<file path="config.mk">
export PLATFORM = sky130hd
export DESIGN_NAME = rss_top
export DESIGN_NICKNAME = d
export VERILOG_FILES = /design/src/rss_pkg.sv /design/src/rss_delay_timer.sv /design/src/rss_top.sv
export SDC_FILE = /design/constraint.sdc
export NUM_CORES = 1
export LEC_CHECK = 0
export ABC_AREA = 1
export ABC_CLOCK_PERIOD_IN_PS = 3800
export BUFFER_PORTS_ARGS = -buffer_cell sky130_fd_sc_hd__buf_2
export CAP_MARGIN = 15
export CELL_PAD_IN_SITES_DETAIL_PLACEMENT = 0
export CELL_PAD_IN_SITES_GLOBAL_PLACEMENT = 1
export CORE_MARGIN = 2
export CORE_UTILIZATION = 44
export DETAILED_ROUTE_END_ITERATION = 7
export PLACE_DENSITY = 0.94
export SETUP_SLACK_MARGIN = 0.3
export SLEW_MARGIN = 10
export SYNTH_ARGS = -nofsm -noshare
export SYNTH_HDL_FRONTEND = slang
export SYNTH_SLANG_ARGS = --single-unit
</file>
<file path="constraint.sdc">
create_clock -name CLK_IN -period 3.8 [get_ports CLK_IN]
set_clock_uncertainty 0.05 [all_clocks]
set_input_delay 0.38 -clock CLK_IN [delete_from_list [all_inputs] [get_ports CLK_IN]]
set_output_delay 0.38 -clock CLK_IN [all_outputs]
set_load 0.02 [all_outputs]
</file>
<file path="src/rss_pkg.sv">
// Package for the rail strobe sequencer configuration block
package rss_pkg;
    localparam int          ADDR_W            = 8;
    localparam int          DATA_W            = 8;
    localparam logic [7:0]  UVT_OFFSET        = 8'h18;
    localparam logic [7:0]  SLOT_FIRST_OFFSET = 8'h19;
    localparam logic [7:0]  SLOT_SECOND_OFFSET = 8'h1a;
    localparam logic [7:0]  UVT_RESET         = 8'h03;
    localparam logic [7:0]  UVT_WR_MASK       = 8'h07;
    localparam logic [7:0]  SLOT_FIRST_MASK   = 8'h77;
    localparam logic [7:0]  SLOT_SECOND_MASK  = 8'h7f;
    localparam logic [7:0]  SLOT_FIRST_RESET  = 8'h15;
    localparam logic [7:0]  SLOT_SECOND_RESET = 8'h5f;
    localparam logic [7:0]  DELAY_RESET       = 8'h00;
    localparam int          SLOT_HI_POS       = 4;
    localparam logic [3:0]  LAST_STROBE       = 4'hf;
    localparam logic [3:0]  LINREG_FIRST_RSVD = 4'ha;
    localparam logic [3:0]  LINREG_LAST_RSVD  = 4'hd;
    localparam logic [3:0]  LINREG_HIGH_MIN   = 4'he;
    localparam int          CLK_MHZ           = 100;
    localparam int          DLY0_MS           = 1;
    localparam int          DLY1_MS           = 2;
    localparam int          DLY2_MS           = 5;
    localparam int          DLY3_MS           = 10;
    localparam int          CYC_PER_MS        = CLK_MHZ * 1000;
    localparam int          CNT_W             = 24;
    typedef enum logic [1:0] {SEQ_IDLE, SEQ_WAIT, SEQ_STEP, SEQ_DONE} rss_state_t;
endpackage

</file>
<file path="src/rss_delay_timer.sv">
// Inter-strobe delay timer for the rail strobe sequencer
`timescale 1ns/10ps
module rss_delay_timer
    import rss_pkg::*;
#(
    parameter int MS_CYCLES = CYC_PER_MS
)
(
    input  wire logic        CLK_IN,
    input  wire logic        SYS_RST_IN,
    input  wire logic        START_IN,
    input  wire logic [1:0]  CODE_IN,
    output logic             DONE_OUT
);
    logic [CNT_W-1:0] cnt_q;
    logic [CNT_W-1:0] cnt_d;
    logic             run_q;
    logic [CNT_W-1:0] load_val;

    // Delay code to cycles
    function automatic logic [CNT_W-1:0] delay_cycles(input logic [1:0] code);
        int ms;
        case (code)
            2'b00:   ms = DLY0_MS;
            2'b01:   ms = DLY1_MS;
            2'b10:   ms = DLY2_MS;
            default: ms = DLY3_MS;
        endcase
        delay_cycles = CNT_W'(ms * MS_CYCLES);
    endfunction

    assign load_val = delay_cycles(CODE_IN);
    assign cnt_d    = START_IN ? load_val - CNT_W'(1) : cnt_q - CNT_W'(1);

    always_ff @(posedge CLK_IN)
    begin
        if (SYS_RST_IN)
        begin
            cnt_q    <= '0;
            run_q    <= 1'b0;
            DONE_OUT <= 1'b0;
        end
        else
        begin
            DONE_OUT <= run_q && !START_IN && (cnt_q == CNT_W'(1));
            if (START_IN || run_q)
                cnt_q <= cnt_d;
            if (START_IN)
                run_q <= 1'b1;
            else if (cnt_q == CNT_W'(1))
                run_q <= 1'b0;
        end
    end
endmodule

</file>
<file path="src/rss_top.sv">
// Rail strobe sequencer: threshold and slot registers, strobe stepping, rail enables
// Function
// - Threshold and slot writes need protection unlocked
// - Threshold code bits 1..0, reset 11b
// - Threshold bits 7..3 read zero, ignore writes
// - Threshold bit 2 reserved read/write, reset 0
// - First slot register: buck one, buck two
// - Second slot register: buck three, linear regulator
// - Three-bit slot zero means unsequenced, else strobe
// - Linreg codes 0, 8, 9 unsequenced
// - Linreg 14, 15 strobes; 15 with system supply
// - Buck enables need power enable input high
// - Strobe delay codes 1, 2, 5, 10 ms
`timescale 1ns/10ps
module rss_top
    import rss_pkg::*;
#(
    parameter int MS_CYCLES = CYC_PER_MS
)
(
    input  wire logic                    CLK_IN,
    input  wire logic                    SYS_RST_IN,
    input  wire logic                    REG_WR_IN,
    input  wire logic [rss_pkg::ADDR_W-1:0] REG_ADDR_IN,
    input  wire logic [rss_pkg::DATA_W-1:0] REG_WDATA_IN,
    input  wire logic                    WR_UNLOCKED_IN,
    input  wire logic                    POWER_ENABLE_INPUT_IN,
    input  wire logic [rss_pkg::DATA_W-1:0] SLOT_DELAY_CTRL_IN,
    output logic [rss_pkg::DATA_W-1:0]   REG_RDATA_OUT,
    output logic [1:0]                   UNDERVOLTAGE_THRESHOLD_CODE_OUT,
    output logic [3:0]                   STROBE_OUT,
    output logic                         BUCK_ONE_EN_OUT,
    output logic                         BUCK_TWO_EN_OUT,
    output logic                         BUCK_THREE_EN_OUT,
    output logic                         LINREG_ONE_EN_OUT,
    output logic                         SYSTEM_SUPPLY_EN_OUT,
    output logic                         SEQ_DONE_OUT
);
    logic [7:0]  uvt_q;
    logic [7:0]  slot1_q;
    logic [7:0]  slot2_q;
    logic [3:0]  strobe_q;
    logic [3:0]  strobe_d;
    logic [3:0]  en_q;
    logic        sys_q;
    rss_state_t  state_q;
    rss_state_t  state_d;
    logic        wr_ok;
    logic        wr_uvt;
    logic        wr_s1;
    logic        wr_s2;
    logic [7:0]  rdata_d;
    logic [2:0]  buck_one_slot;
    logic [2:0]  buck_two_slot;
    logic [2:0]  buck_three_slot;
    logic [3:0]  linreg_one_slot;
    logic [3:0]  hit;
    logic        sys_hit;
    logic        tmr_start;
    logic        tmr_done;
    logic [1:0]  dly_code;
    logic [3:0]  en_d;
    logic        tmr_kick;

    // Strobe at which a rail enables; zero when left unsequenced
    // Reserved codes 10 to 13 have bit 3 set and return zero, unsequenced like 8 and 9
    function automatic logic [3:0] linreg_strobe(input logic [3:0] code);
        if (code >= LINREG_HIGH_MIN)
            linreg_strobe = code;
        else if (code[3])
            linreg_strobe = 4'h0;
        else
            linreg_strobe = code;
    endfunction

    function automatic logic slot_hit(input logic [3:0] slot, input logic [3:0] strobe);
        slot_hit = (slot != 4'h0) && (slot == strobe);
    endfunction

    // Write decode, gated by protection unlock
    assign wr_ok  = REG_WR_IN && WR_UNLOCKED_IN;
    assign wr_uvt = wr_ok && (REG_ADDR_IN == UVT_OFFSET);
    assign wr_s1  = wr_ok && (REG_ADDR_IN == SLOT_FIRST_OFFSET);
    assign wr_s2  = wr_ok && (REG_ADDR_IN == SLOT_SECOND_OFFSET);

    assign rdata_d = (REG_ADDR_IN == UVT_OFFSET)         ? uvt_q   :
                     (REG_ADDR_IN == SLOT_FIRST_OFFSET)  ? slot1_q :
                     (REG_ADDR_IN == SLOT_SECOND_OFFSET) ? slot2_q : 8'h00;

    assign buck_one_slot   = slot1_q[SLOT_HI_POS+2:SLOT_HI_POS];
    assign buck_two_slot   = slot1_q[2:0];
    assign buck_three_slot = slot2_q[SLOT_HI_POS+2:SLOT_HI_POS];
    assign linreg_one_slot = slot2_q[3:0];

    assign hit[0]  = slot_hit({1'b0, buck_one_slot}, strobe_q);
    assign hit[1]  = slot_hit({1'b0, buck_two_slot}, strobe_q);
    assign hit[2]  = slot_hit({1'b0, buck_three_slot}, strobe_q);
    assign hit[3]  = slot_hit(linreg_strobe(linreg_one_slot), strobe_q);
    assign sys_hit = hit[3] && (linreg_one_slot == LAST_STROBE);

    // Delay field chosen by strobe position, four fields of two bits
    assign dly_code  = SLOT_DELAY_CTRL_IN[7 - 2*strobe_q[1:0] -: 2];
    assign tmr_start = (state_q == SEQ_STEP) && (strobe_q != LAST_STROBE);
    assign strobe_d  = strobe_q + 4'h1;
    assign en_d      = (state_q == SEQ_STEP) ? (en_q | hit) : en_q;

    // Timer loads on power-up from idle and after every strobe but the last
    assign tmr_kick  = tmr_start || (state_q == SEQ_IDLE && POWER_ENABLE_INPUT_IN);

    always_comb
    begin
        state_d = state_q;
        case (state_q)
            SEQ_IDLE: if (POWER_ENABLE_INPUT_IN) state_d = SEQ_WAIT;
            SEQ_WAIT: if (tmr_done) state_d = SEQ_STEP;
            SEQ_STEP: state_d = (strobe_q == LAST_STROBE) ? SEQ_DONE : SEQ_WAIT;
            SEQ_DONE: state_d = SEQ_DONE;
            default:  state_d = SEQ_IDLE;
        endcase
        if (!POWER_ENABLE_INPUT_IN)
            state_d = SEQ_IDLE;
    end

    rss_delay_timer #(
        .MS_CYCLES (MS_CYCLES)
    ) u_timer (
        .CLK_IN     (CLK_IN),
        .SYS_RST_IN (SYS_RST_IN),
        .START_IN   (tmr_kick),
        .CODE_IN    (dly_code),
        .DONE_OUT   (tmr_done)
    );

    always_ff @(posedge CLK_IN)
    begin
        if (SYS_RST_IN)
        begin
            uvt_q   <= UVT_RESET;
            slot1_q <= SLOT_FIRST_RESET;
            slot2_q <= SLOT_SECOND_RESET;
        end
        else
        begin
            if (wr_uvt)
                uvt_q <= REG_WDATA_IN & UVT_WR_MASK;
            if (wr_s1)
                slot1_q <= REG_WDATA_IN & SLOT_FIRST_MASK;
            if (wr_s2)
                slot2_q <= REG_WDATA_IN & SLOT_SECOND_MASK;
        end
    end

    always_ff @(posedge CLK_IN)
    begin
        if (SYS_RST_IN)
        begin
            state_q       <= SEQ_IDLE;
            strobe_q      <= 4'h0;
            en_q          <= 4'h0;
            sys_q         <= 1'b0;
            REG_RDATA_OUT <= 8'h00;
        end
        else
        begin
            state_q       <= state_d;
            REG_RDATA_OUT <= rdata_d;
            if (!POWER_ENABLE_INPUT_IN)
            begin
                strobe_q <= 4'h0;
                en_q     <= 4'h0;
                sys_q    <= 1'b0;
            end
            else
            begin
                en_q <= en_d;
                if (state_q == SEQ_STEP && sys_hit)
                    sys_q <= 1'b1;
                if (state_q == SEQ_WAIT && tmr_done)
                    strobe_q <= strobe_d;
            end
        end
    end

    assign UNDERVOLTAGE_THRESHOLD_CODE_OUT = uvt_q[1:0];
    assign STROBE_OUT           = strobe_q;
    assign BUCK_ONE_EN_OUT      = en_q[0] && POWER_ENABLE_INPUT_IN;
    assign BUCK_TWO_EN_OUT      = en_q[1] && POWER_ENABLE_INPUT_IN;
    assign BUCK_THREE_EN_OUT    = en_q[2] && POWER_ENABLE_INPUT_IN;
    assign LINREG_ONE_EN_OUT    = en_q[3];
    assign SYSTEM_SUPPLY_EN_OUT = sys_q;
    assign SEQ_DONE_OUT         = (state_q == SEQ_DONE);

    // Register file: masking, protection, write and read paths
    a_rsvd_reads_zero: assert property (@(posedge CLK_IN) disable iff (SYS_RST_IN)
        (uvt_q[7:3] == 5'h00) && !slot1_q[7] && !slot1_q[3] && !slot2_q[7])
        else $error("reserved bits not zero");

    a_locked_no_write: assert property (@(posedge CLK_IN) disable iff (SYS_RST_IN)
        (REG_WR_IN && !WR_UNLOCKED_IN) |=> $stable(uvt_q) && $stable(slot1_q)
        && $stable(slot2_q))
        else $error("write taken while locked");

    a_idle_regs_hold: assert property (@(posedge CLK_IN) disable iff (SYS_RST_IN)
        !(wr_uvt || wr_s1 || wr_s2) |=> $stable(uvt_q) && $stable(slot1_q)
        && $stable(slot2_q))
        else $error("register changed without a write");

    a_uvt_write: assert property (@(posedge CLK_IN) disable iff (SYS_RST_IN)
        wr_uvt |=> uvt_q == ($past(REG_WDATA_IN) & UVT_WR_MASK))
        else $error("threshold write wrong");

    a_slot1_write: assert property (@(posedge CLK_IN) disable iff (SYS_RST_IN)
        wr_s1 |=> slot1_q == ($past(REG_WDATA_IN) & SLOT_FIRST_MASK))
        else $error("first slot write wrong");

    a_slot2_write: assert property (@(posedge CLK_IN) disable iff (SYS_RST_IN)
        wr_s2 |=> slot2_q == ($past(REG_WDATA_IN) & SLOT_SECOND_MASK))
        else $error("second slot write wrong");

    a_uvt_readback: assert property (@(posedge CLK_IN) disable iff (SYS_RST_IN)
        (REG_ADDR_IN == UVT_OFFSET) |=> REG_RDATA_OUT == $past(uvt_q))
        else $error("threshold read data wrong");

    // Power enable gating and abort
    a_buck_needs_pwr: assert property (@(posedge CLK_IN) disable iff (SYS_RST_IN)
        !POWER_ENABLE_INPUT_IN |-> !BUCK_ONE_EN_OUT && !BUCK_TWO_EN_OUT && !BUCK_THREE_EN_OUT)
        else $error("buck on without power enable");

    a_pwr_low_clears: assert property (@(posedge CLK_IN) disable iff (SYS_RST_IN)
        !POWER_ENABLE_INPUT_IN |=> (state_q == SEQ_IDLE) && (strobe_q == 4'h0)
        && (en_q == 4'h0) && !sys_q)
        else $error("power enable low did not clear the sequence");

    // Strobe stepping and delays
    a_strobe_ascends: assert property (@(posedge CLK_IN) disable iff (SYS_RST_IN)
        (POWER_ENABLE_INPUT_IN && $past(POWER_ENABLE_INPUT_IN) && $changed(strobe_q))
        |-> strobe_q == $past(strobe_q) + 4'h1)
        else $error("strobe not ascending");

    a_wait_holds_strobe: assert property (@(posedge CLK_IN) disable iff (SYS_RST_IN)
        (state_q == SEQ_WAIT && !tmr_done && POWER_ENABLE_INPUT_IN) |=> $stable(strobe_q))
        else $error("strobe moved before the delay ran out");

    a_done_at_last: assert property (@(posedge CLK_IN) disable iff (SYS_RST_IN)
        (state_q == SEQ_STEP && POWER_ENABLE_INPUT_IN && strobe_q == LAST_STROBE)
        |=> SEQ_DONE_OUT)
        else $error("sequence not done after the last strobe");

    // Rail enables follow the slot fields
    a_en_only_step: assert property (@(posedge CLK_IN) disable iff (SYS_RST_IN)
        (state_q != SEQ_STEP && POWER_ENABLE_INPUT_IN) |=> $stable(en_q))
        else $error("rail enable changed outside a strobe");

    a_buck_one_hit: assert property (@(posedge CLK_IN) disable iff (SYS_RST_IN)
        (state_q == SEQ_STEP && POWER_ENABLE_INPUT_IN && buck_one_slot != 3'h0
        && {1'b0, buck_one_slot} == strobe_q) |=> en_q[0])
        else $error("buck one not enabled at its strobe");

    a_zero_slot_idle: assert property (@(posedge CLK_IN) disable iff (SYS_RST_IN)
        (buck_one_slot == 3'h0 && $stable(buck_one_slot) && !$past(en_q[0])) |-> !en_q[0])
        else $error("unsequenced rail enabled");

    a_linreg_rsvd_off: assert property (@(posedge CLK_IN) disable iff (SYS_RST_IN)
        (linreg_one_slot[3:1] == 3'b100) |-> !hit[3])
        else $error("linreg codes 8 or 9 hit");

    a_linreg_high: assert property (@(posedge CLK_IN) disable iff (SYS_RST_IN)
        (state_q == SEQ_STEP && POWER_ENABLE_INPUT_IN && linreg_one_slot == LINREG_HIGH_MIN
        && strobe_q == LINREG_HIGH_MIN) |=> en_q[3])
        else $error("linreg not enabled at strobe 14");

    // System supply rides only with the last linreg strobe
    a_sys_with_last: assert property (@(posedge CLK_IN) disable iff (SYS_RST_IN)
        $rose(sys_q) |-> $past(strobe_q) == 4'hf && en_q[3])
        else $error("system supply not at strobe 15");

    a_sys_only_last: assert property (@(posedge CLK_IN) disable iff (SYS_RST_IN)
        (state_q == SEQ_STEP && POWER_ENABLE_INPUT_IN && linreg_one_slot != LAST_STROBE)
        |=> $stable(sys_q))
        else $error("system supply moved without code 15");
endmodule

</file>
### Yosys cells after proc, flatten, opt, wreduce, memory -nomap -nowiden

Index checks and enable logic that the tools add are counted.

* shift operators: 1
* equal/unequal tests: 17
* bitwise operators: 3
* multipliers: 1
* multiplexer cells: 12
* add/sub/neg operators: 4
* magnitude comparators: 1
* reductions and logical operators: 32

Operators with widths (number)
* subtractor 24 x 1 -> 24 bit (second input constant): 2
* variable part select 9 x 33 -> 2 bit: 1
* equality test 24 x 1 -> 1 bit (second input constant): 1
* equality test 8 x 5 -> 1 bit (second input constant): 3
* two-way mux 24 bit: 1
* logical AND 1 bit: 18
* multiplier 4 x 12 -> 16 bit (second input constant): 1
* two-way mux 7 bit: 2
* equality test 3 x 4 -> 1 bit: 3
* one-hot mux 4 bit (3 select lines): 1
* nonzero test 3 bit: 3
* equality test 4 bit (second input constant): 2
* one-hot mux 2 bit (4 select lines): 1
* equality test 2 bit (second input constant): 3
* two-way mux 3 bit: 2
* adder 4 x 1 -> 4 bit (second input constant): 1
* equality test 2 x 1 -> 1 bit (second input constant): 2
* equality test 4 bit: 1
* >= comparator 4 bit (second input constant): 1
* logical NOT 2 bit: 2
* two-way mux 2 bit: 2
* two-way mux 4 bit: 1
* != test 4 bit (second input constant): 1
* bitwise OR 4 bit: 1
* other kinds (11): 15

* output and inout bits: 20
* flip-flop bits (word level): 61
* logic and storage cells: 85

### Longest topological paths before layout

Gate-level depths: netlist of run 1.

* word-level depth: 7
* mapped depth: 15
* mapped depth without buffers: 15

### By module

A second synthesis of run 1 with hierarchy kept.

* cell total of the unflattened synthesis: 546
* area total of the unflattened synthesis: 3696.0 um2

Modules (own cells, without submodules)
* rss_delay_timer: instances 1, area each 1934.4 um2, cells an instance 289, seq. area each 520.5 um2
* rss_top: instances 1, area each 1761.7 um2, cells an instance 257, seq. area each 680.7 um2

### Worst setup path after synthesis of run 1

OpenSTA, ideal clock, no wires.

* path type: register to register
* from: register strobe_q[0], in the netlist STROBE_OUT[0]
* to: register u_timer.cnt_q[18]
* setup time: 0.132 ns
* data required time: 3.618 ns
* cell stages (with the launch flop): 16
* path slack: 1.238 ns
* clock period less this slack: 2.562 ns
* arrival time: 2.380 ns
* buffers on the path: 1
* cells stage by stage: dfxtp_1 > inv_2 > clkbuf_1 > nand2_1 > a32oi_1 > inv_1 > ha_1 > inv_1 > nand4_1 > a21oi_1 > nor2b_1 > nand2_1 > nand3b_1 > nand3_1 > nand2_1 > a21oi_1

* longest elaborated chain between the ends: 7

Ends and longest elaborated chain
* start, declared: line rss_top.sv:42 `logic [3:0] strobe_q;`
* start signal, assigned: line rss_top.sv:179 `strobe_q <= strobe_d;`
* subtractor 3 x 3 -> 4 bit: line rss_top.sv:102 `assign dly_code = SLOT_DELAY_CTRL_IN[7 - 2*strobe_q[1:0] -: 2];`
* variable part select 9 x 33 -> 2 bit: line rss_top.sv:102
* equality test 2 bit, or another cell as far along: line rss_delay_timer.sv:23 `case (code)`
* one-hot mux 4 bit (3 select lines): line rss_delay_timer.sv:23
* multiplier 4 x 12 -> 16 bit: line rss_delay_timer.sv:29 `delay_cycles = CNT_W'(ms * MS_CYCLES);`
* subtractor 24 x 1 -> 24 bit: line rss_delay_timer.sv:33 `assign cnt_d = START_IN ? load_val - CNT_W'(1) : cnt_q - CNT_W'(1);`
* two-way mux 24 bit: line rss_delay_timer.sv:33
* end signal, assigned: line rss_delay_timer.sv:47 `cnt_q <= cnt_d;`
* end, declared: line rss_delay_timer.sv:15 `logic [CNT_W-1:0] cnt_q;`

Several ways; a longest one is shown, not always the timed one.
A chain may end at the register's enable or synchronous reset.

### Worst setup path after layout of run 1

* from: register strobe_q[1], in the netlist STROBE_OUT[1]
* to: register u_timer.cnt_q[18]

Same word-level chain as after synthesis.

==> results of run 1 <==
## cell usage after synthesis, types with 3 or more instances
cell type,instances
o21ai_0,30
xor2_1,9
inv_1,57
o211ai_1,4
a31oi_1,6
o22ai_1,4
a21oi_1,41
dfxtp_1,60
nor2_2,6
nand3_2,3
ha_1,13
xnor2_1,3
clkbuf_1,4
nor3_1,10
a221oi_1,3
nand4_1,9
buf_4,4
nand2_1,111
inv_2,6
nor2_1,45
nand3_1,28
## worst reg2reg max path, delay by kind of cell, from the launching register on
family | cells | cell delay, ns
compound gates | 3 | 0.68
flops | 1 | 0.51
simple gates | 6 | 0.54
fa+ha+maj | 1 | 0.33
buf+inv | 3 | 0.45
## stage by stage
stage | hold WS, ns | total power (uW)
3_5_place_dp | 0.397 | 903
6_report | 0.203 | 1390
4_1_cts | 0.204 | 1400
2_1_floorplan | 0.380 | 846
3_3_place_gp | 0.385 | 898
5_1_grt | 0.211 | 1470
## placed cells by master (no fill, tap or decap), types with 9 or more instances in the layout
cell	count
nor2_1	45
clkbuf_8	9
nand3_1	28
dfxtp_1	60
nor3_1	10
nand2_1	111
buf_2	46
xor2_1	9
nand4_1	9
a21oi_1	41
inv_1	57
o21ai_0	30
ha_1	13
## power breakdown
group	internal [uW]	leakage, uW	switching [uW]
logic	77.3	0.00126	140
registers	649	0.000488	24.7
clock network	232	0.0000811	271
total	958	0.00183	436
## cell type report
| class | instances | area, um^2 | area share (%) |
|---|---|---|---|
| sequential | 60 | 1200 | 31.0 |
| multi-input combinational | 355 | 1900 | 49.1 |
| inverter | 65 | 249 | 6.42 |
| clock inverter | 6 | 42.5 | 1.10 |
| clock buffer | 9 | 124 | 3.20 |
| tap | 102 | 128 | 3.29 |
| timing repair buffer | 46 | 230 | 5.94 |
## flip-flops by register name, summed over array words and instances, names as in the netlist
| register | count |
|---|---|
| u_timer.run_q | 1 |
| u_timer.DONE_OUT | 1 |
| en_q | 4 |
| uvt_q | 3 |
| REG_RDATA_OUT | 7 |
| slot2_q | 7 |
| slot1_q | 6 |
| u_timer.cnt_q | 24 |
| state_q | 2 |
| STROBE_OUT | 4 |
| SYSTEM_SUPPLY_EN_OUT | 1 |
## how the worst min path moves through the flow
| stage | to | start |
|---|---|---|
| finish | slot1_q[4] | REG_WDATA_IN[4] |
| global route | slot2_q[4] | REG_WDATA_IN[4] |
| CTS | slot1_q[4] | REG_WDATA_IN[4] |
| detailed placement | en_q[3] | en_q[3] |
| global placement | en_q[3] | en_q[3] |
| floorplan | en_q[0] | en_q[0] |
## routing by layer
metal	track usage, %	vias to the layer above
li1	-	1710
met2	37.1	63
met1	25.5	1554
met3	3.37	15
met5	0	-
met4	8.71	0
## kinds of logic (layout without fill, tap and decap cells)
kind of cell | Yosys count | count (layout)
simple gates | 231 | 231
fa+ha+maj | 13 | 13
other cells | 1 | 1
xor+xnor | 12 | 12
buf+inv | 77 | 126
compound gates | 98 | 98
flops | 60 | 60
==> run metrics, run 1 <==
CP peak stage delay 0.51 ns; leak pwr 0.00183 uW; Fillers 757; final cell count without fillers 643; critical path arrival 2.83 ns; antenna diode count 0; remaining antenna violation count 0; initial antenna violation count 0; adder-cell share of the synthesized area 4.75%; clock slew seen by the registers of the worst setup and hold paths 0.08 ns; Post-Synth XOR/XNOR Area 3.07%; row count 32; final wirelength 8460 um; Vias 3,342; ys async rst share 0%; Yosys cell types 49; share of layout cells above drive strength 1 16.5%; final period utilization 70.4%; largest net degree at the start of global routing 24; top post-synthesis cells by area dfxtp_1 (35%), nand2_1 (12%), inv_1 (6.3%); GPL Wtd Cong 0.922; cell total after placement 628; I/O pins 49; CP max FO 12; Post-Synth Simple-Gate Area 31.1%; final instance area 3880 um^2; cts-stage hold buffer count 0; DRT Pass-1 Iters 4; Pwr Density 360 nW/um^2; Startpoint Class flop; Core Region 7650 um^2; clock latency on the worst-skew pair 0.35 ns; FF-to-FF path depth 13; DIE WIDTH 92.2 um; final worst setup slack 1.13 ns; wire length on met1 3820 um; synthesis-to-finish area growth 13.3%; Slew headroom 50.6%; Vias per Instance 5.20; Die Y 92.2 um; RSZ-0062 raised after global routing no; post-placement cell area 3710 um^2; Ys Warns 0; Highest Signal Layer met4; CP Capture Point u_timer.cnt_q[18]; CTS max path bufs 2; mux cell area share after synthesis 0%; Num Clock Sinks 60; MaxCap Viol Count 0; Final Core Density 50.7%; WL/cell 13.2 um; syn_area_per_cell 6.96 um^2; drc violations 0; CP Class flop to flop; highest clock rate 374 MHz; Stages on worst setup path 13; worst hold path stage count 3; compound-gate portion of the synthesized area 16.6%; largest family of logic cells by synthesized area simple AND/OR/NAND/NOR gates; vias in the first global route 3,201; final setup fails 0; Top FF cell, synth dfxtp_1; Post-synth EDFFs 0; metal2 WL 4180 um; postcts setup bufs 0; Seq cells post-synth 60; post-synthesis cell area 3420 um^2; # H-tree levels 3; Crit path required time 3.96 ns; worst-path cell chain inv_2 > a32oi_1 > inv_1 > ha_1 > inv_1 > nand4_1 > a21oi_1 > nor2b_1 > nand2_1 > nand3b_1 > nand3_1 > nand2_1 > a21oi_1; dpl hpwl 6320 um; Synth area leader dfxtp_1; final slew viol count 0; Die ar. 8500 um^2; TritonCTS buffer count 9; Critical Path Start STROBE_OUT[1]; register-to-register setup slack 1.13 ns; initial core utilization 44.7%; CP bufs+invs 3; final hold viol count 0; # port buffers 46; fin crit period 2.67 ns; status finished, final reports clean; Hold WC Path Type input port to flop; Peak VDD IR 0.188 mV; Total GRT Usage 21.1%; slowest cell on the critical path dfxtp_1; global-route wire length before repair 14,500 um; area share of the largest cell type after synthesis 35.1%; Crit. End Element flop; reg2reg end u_timer.cnt_q[18]; syn nets 534; total grt overflow 0; Detail Route met3 WL 294 um; worst slack, placed 1.13 ns; CTS tree built; Worst Tran Pin Value 0.741 ns; Syn Inst Count 492; CP top delay family compound AO/OA/AOI/OAI gates; Root Driver clkbuf_8; Critical R2R Launch STROBE_OUT[1]; fin nets 579; initial DRC count 146; Seq/Total Area, Yosys 35.1%; TNS Setup 0 ns; post-CTS sizing 0
No activity file was read; power rests on OpenSTA's default activity.
==> inputs of run 2 (changes only) <==
Settings changed: ABC_AREA 1 to 0, ABC_CLOCK_PERIOD_IN_PS 3800 to 2200, CORE_UTILIZATION 44 to 38, PLACE_DENSITY 0.94 to 0.84.
Clock period 3.8 ns to 2.2 ns, I/O delays scaled along.
==> run 2 against run 1 <==
  * The flow now finishes with violations (setup timing)
  * Design area up 11%
  * Combinational power up 96%
  * Global-route usage down 1.6 points
  * Critical endpoint is now u_timer.cnt_q[10]
  * Highest routed layer unchanged
==> run metrics, run 2 <==
most frequent cells in the layout dfxtp_1 (54), nor2_1 (49), buf_2 (46); Fillers 693; clock latency on the worst-skew pair 0.35 ns; status finished, violations left; remaining antenna violation count 0; clock slew seen by the registers of the worst setup and hold paths 0.07 ns; syn nets 388; final setup fails 3; GPL Wtd Cong 0.818; RSZ-0062 raised after global routing yes; Final Hold Slack 0.0313 ns; top flop regs u_timer.cnt_q: 24 flops, REG_RDATA_OUT: 7 flops, slot2_q: 7 flops; synth cell count leaders dfxtp_1 (60), nor2_1 (55), xnor2_1 (23), a21oi_1 (19), clkbuf_1 (16); Pwr Density 658 nW/um^2; global-route wire length before repair 13,300 um; Seq/Total Area, Yosys 39.0%; Crit. End Element flop; row count 32; Final Core Density 55.1%; initial DRC count 138; total grt overflow 0; Crit path required time 2.41 ns; Biggest register u_timer.cnt_q; post-synthesis cell area 3080 um^2; Startpoint Class flop; I/O pins 49; Synth area leader dfxtp_1; MaxCap Viol Count 0; # H-tree levels 3; antenna diode count 0; drc violations 0; vias in the first global route 2,803; WL/cell 15.8 um; final wirelength 8420 um; final slew viol count 0; ys async rst share 0%; area share of the largest cell type after synthesis 39.0%; Syn Inst Count 346; Die ar. 8850 um^2; commonest non-fill, non-tap cell in the layout dfxtp_1; initial antenna violation count 1; CP Class flop to flop; worst slack, placed -0.0542 ns; Num Clock Sinks 60; Post-synth EDFFs 0; fin crit period 2.27 ns; most common cell in the netlist dfxtp_1; synthesis-to-finish area growth 39.7%; fin nets 467; Total GRT Usage 19.5%; share of layout cells above drive strength 1 38.4%; highest clock rate 441 MHz; DIE WIDTH 94.1 um; Top FF cell, synth dfxtp_1; Ys Warns 0; DRT Pass-1 Iters 4; Yosys cell types 52; largest net degree at the start of global routing 22; Die Y 94.1 um; max FFs per register 24; failing checks setup timing; Seq cells post-synth 60; final worst setup slack -0.0687 ns; initial core utilization 39.5%; CTS tree built; final period utilization 103%; Hold WC Path Type input port to flop; Core Region 7810 um^2; final hold viol count 0; critical path arrival 2.48 ns; CTS max path bufs 2; Vias 2,797; top post-synthesis cells by area dfxtp_1 (39%), nor2_1 (6.7%), xnor2_1 (6.5%); dpl hpwl 5450 um; leak pwr 0.00166 uW; Vias per Instance 5.26; TritonCTS buffer count 9; syn_area_per_cell 8.91 um^2; Root Driver clkbuf_8; # port buffers 46; CP max FO 5; Peak VDD IR 0.362 mV
-- run 2: cell types whose count changed after synthesis, sizes merged, moves of 5 or more --
| cell | delta |
|---|---|
| xnor2 | +20 |
| nand3 | -25 |
| mux2i | +8 |
| a211oi | +8 |
| nand4 | -5 |
| nand2 | -105 |
| nor2b | +13 |
| inv | -56 |
| a211o | +11 |
| or3 | +5 |
| o21ai | -27 |
| clkbuf | +12 |
| a21oi | -22 |
| nor4 | +6 |
-- run 2: cells by family after synthesis --
group / Yosys count / synth area share [%]
and+or+nand+nor: 137 / 24.2
AOI/OAI and AO/OA: 61 / 13.5
DFF: 60 / 39.0
xor gates and xnor gates: 34 / 9.66
buffers and inverters: 30 / 4.26
adders and majority gates: 13 / 5.28
muxes: 10 / 4.06
other: 1 / 0.122
-- run 2: final timing paths --
kind / from / end / slack [ns] / cells after the start
min: REG_WDATA_IN[4] / slot2_q[4] / 0.03 / 2
min reg2reg: en_q[1] / en_q[1] / 0.42 / 2
max reg2reg: STROBE_OUT[0] / u_timer.cnt_q[10] / -0.07 / 8
max: STROBE_OUT[0] / u_timer.cnt_q[10] / -0.07 / 8
-- run 2: power by group --
| part | leakage [uW] | internal, uW | total, uW | switching [uW] |
|---|---|---|---|---|
| Sequential | 0.000491 | 1120 | 1160 | 36.3 |
| Combinational | 0.00104 | 213 | 427 | 214 |
| Clock | 0.000127 | 784 | 1250 | 464 |
-- run 2: metal layers --
| metal | wire length (um) | vias to the layer above | GRT usage [%] |
|---|---|---|---|
| li1 | - | 1368 | - |
| met1 | 3490 | 1340 | 22.9 |
| met2 | 4270 | 72 | 33.1 |
| met3 | 472 | 17 | 5.62 |
| met4 | 186 | 0 | 8.33 |
| met5 | 0 | - | 0 |
-- run 2: metrics by stage --
stage	instance area [um^2]	std cells	power [uW]	TNS [ns]
final	4300	532	2830	-0.135
after global routing	4300	532	2950	-0.492
after CTS	4150	526	2800	-0.0150
after detailed placement	3640	502	1490	-0.0542
after global placement	3640	502	1480	-0.00310
after floorplan	3170	346	1370	-0.0736
-- run 2: what timing repair did --
| action | 4_1_cts | 5_1_grt |
|---|---|---|
| gates resized for setup | 37 | 28 |
| pin swaps | 13 | 19 |
| setup endpoints to repair | 20 | 26 |
| buffers inserted | 6 | 6 |
| cloned | 2 | 0 |
| hold buffers | 0 | 0 |
-- run 2: final cells by class --
type	instances	area (um^2)	share of cell area, %
Inverter	8	37.5	0.872
Multi-Input combinational cell	256	2030	47.2
Timing Repair Buffer	90	651	15.1
Clock inverter	6	110	2.56
Clock buffer	10	138	3.20
Tap cell	102	128	2.97
Sequential cell	60	1210	28.1
-- run 2: worst max-delay path, stage by stage (launching register included) --
cell and delay (ns):
dfxtp_4 0.37, mux4_2 0.61, inv_4 0.13, ha_4 0.20, nand3b_1 0.21, buf_4 0.18
xor2_2 0.18, nor2_1 0.06, a211oi_1 0.20
==> inputs of run 3 (changes only) <==
Settings changed: ABC_CLOCK_PERIOD_IN_PS 2200 to 2700, CORE_UTILIZATION 38 to 46, PLACE_DENSITY 0.84 to 0.94.
Clock period 2.2 ns to 2.7 ns, I/O delays scaled along.
==> run 3 against run 2 <==
  * Clock power decreased by 35%
  * Wire length down 16%
  * Largest cell class unchanged
  * Global-route usage is 0.76 points higher
  * Critical path type unchanged
  * Sequential share of layout area rose by 4.7 points
  * Largest power group is now registers
  * The run now ends clean
==> run metrics, run 3 (synthesized netlist as in run 2, its figures left out) <==
top flop regs u_timer.cnt_q: 24 flops, REG_RDATA_OUT: 7 flops, slot2_q: 7 flops; fin crit period 2.32 ns; Biggest register u_timer.cnt_q; final slew viol count 0; CP bufs+invs 1; Peak VDD IR 0.322 mV; # port buffers 46; antenna diode count 0; worst-path cell chain mux4_2 > buf_4 > ha_4 > ha_1 > xnor2_2 > xnor2_1 > a221oi_2; RSZ-0062 raised after global routing yes; status finished, final reports clean; final setup fails 0; Comb pwr share 11.2%; CTS tree built; TNS Setup 0 ns; Switching Fraction 27.0%; Hold WC Path Type input port to flop; Vias 2,576; final period utilization 86.0%; Worst Tran Pin Value 0.645 ns; final hold viol count 0; largest net degree at the start of global routing 28; slowest cell on the critical path mux4_2; dpl hpwl 5010 um; DRT Pass-1 Iters 7; Final Core Density 57.2%; Slew headroom 55.9%; CP peak stage delay 0.55 ns; leak pwr 0.00143 uW; share of layout cells above drive strength 1 24.4%; global-route wire length before repair 11,600 um; Total GRT Usage 20.3%; Int Pwr 1440 uW; initial core utilization 48.0%; Vias per Instance 5.38; clock latency on the worst-skew pair 0.34 ns; CP max FO 4; Die Y 85.9 um; Crit. End Element flop; synthesis-to-finish area growth 19.2%; sequential power share 47.8%; # H-tree levels 3; vias in the first global route 2,466; clock slew seen by the registers of the worst setup and hold paths 0.08 ns; drc violations 0; CP top delay family multiplexers; Die ar. 7370 um^2; Core Region 6420 um^2; initial antenna violation count 1; MaxCap Viol Count 0; row count 29; critical path arrival 2.53 ns; I/O pins 49; total grt overflow 0; CP Class flop to flop; Root Driver clkbuf_8; GPL Wtd Cong 0.785; fin nets 439; Startpoint Class flop; DIE WIDTH 85.9 um; Crit path required time 2.91 ns; most frequent cells in the layout dfxtp_1 (59), nor2_1 (54), buf_2 (46); Switch Pwr 534 uW; highest clock rate 431 MHz; Fillers 586; CTS max path bufs 2; WL/cell 14.8 um; initial DRC count 98; Clock power frac 41.0%; max FFs per register 24; cts-stage hold buffer count 0; final wirelength 7100 um; Pwr Density 539 nW/um^2; Num Clock Sinks 60; commonest non-fill, non-tap cell in the layout dfxtp_1; TritonCTS buffer count 9; remaining antenna violation count 0
run 3: final timing paths:
check / start / to / slack (ns) / cells past startpoint
setup / recovery: STROBE_OUT[0] / u_timer.cnt_q[18] / 0.38 / 7
hold / removal: REG_WDATA_IN[3] / slot2_q[3] / 0.08 / 2
setup reg to reg: STROBE_OUT[0] / u_timer.cnt_q[18] / 0.38 / 7
hold reg to reg: en_q[3] / en_q[3] / 0.42 / 2
run 3: timing repair:
| item | in CTS | in global routing |
|---|---|---|
| pin swaps | 0 | 2 |
| endpoints found under the hold margin | 0 | 0 |
| resized for setup | 2 | 9 |
| cloned | 0 | 0 |
| setup buffers | 6 | 0 |
| endpoints found under the setup margin | 2 | 2 |
run 3: through the flow:
| step | instance area, um^2 | power, uW | std cells | setup slack [ns] | hold WS, ns |
|---|---|---|---|---|---|
| after floorplan | 3100 | 1100 | 346 | 0.309 | 0.338 |
| after global placement | 3390 | 1170 | 457 | 0.244 | 0.388 |
| after detailed placement | 3390 | 1170 | 457 | 0.132 | 0.402 |
| after CTS | 3630 | 2000 | 479 | 0.362 | 0.0574 |
| after global routing | 3670 | 2070 | 479 | 0.272 | 0.0619 |
| final | 3670 | 1980 | 479 | 0.378 | 0.0766 |
run 3: final cells by class:
class,instances,area [um^2],area share [%]
Multi-Input combinational cell,256,1790,48.7
Sequential cell,60,1200,32.8
Timing Repair Buffer,62,350,9.54
Clock buffer,9,124,3.37
Tap cell,77,96.3,2.62
Clock inverter,7,76.3,2.08
Inverter,8,32.5,0.886
run 3: power by group through the flow:
stage                     Sequential (uW)  Clock (uW)  Combinational, uW
final                                 945         812                222
after global routing                  951         867                248
after CTS                             945         839                215
after detailed placement              965           0                208
after global placement                962           0                203
after floorplan                       958           0                146
run 3: per-layer routing:
metal	vias up	GRT usage, %	part of all wire, %
li1	1307	-	-
met1	1221	24.7	44
met2	44	33.7	50
met3	4	7.03	5.2
met4	0	6.35	0.52
met5	-	0	0
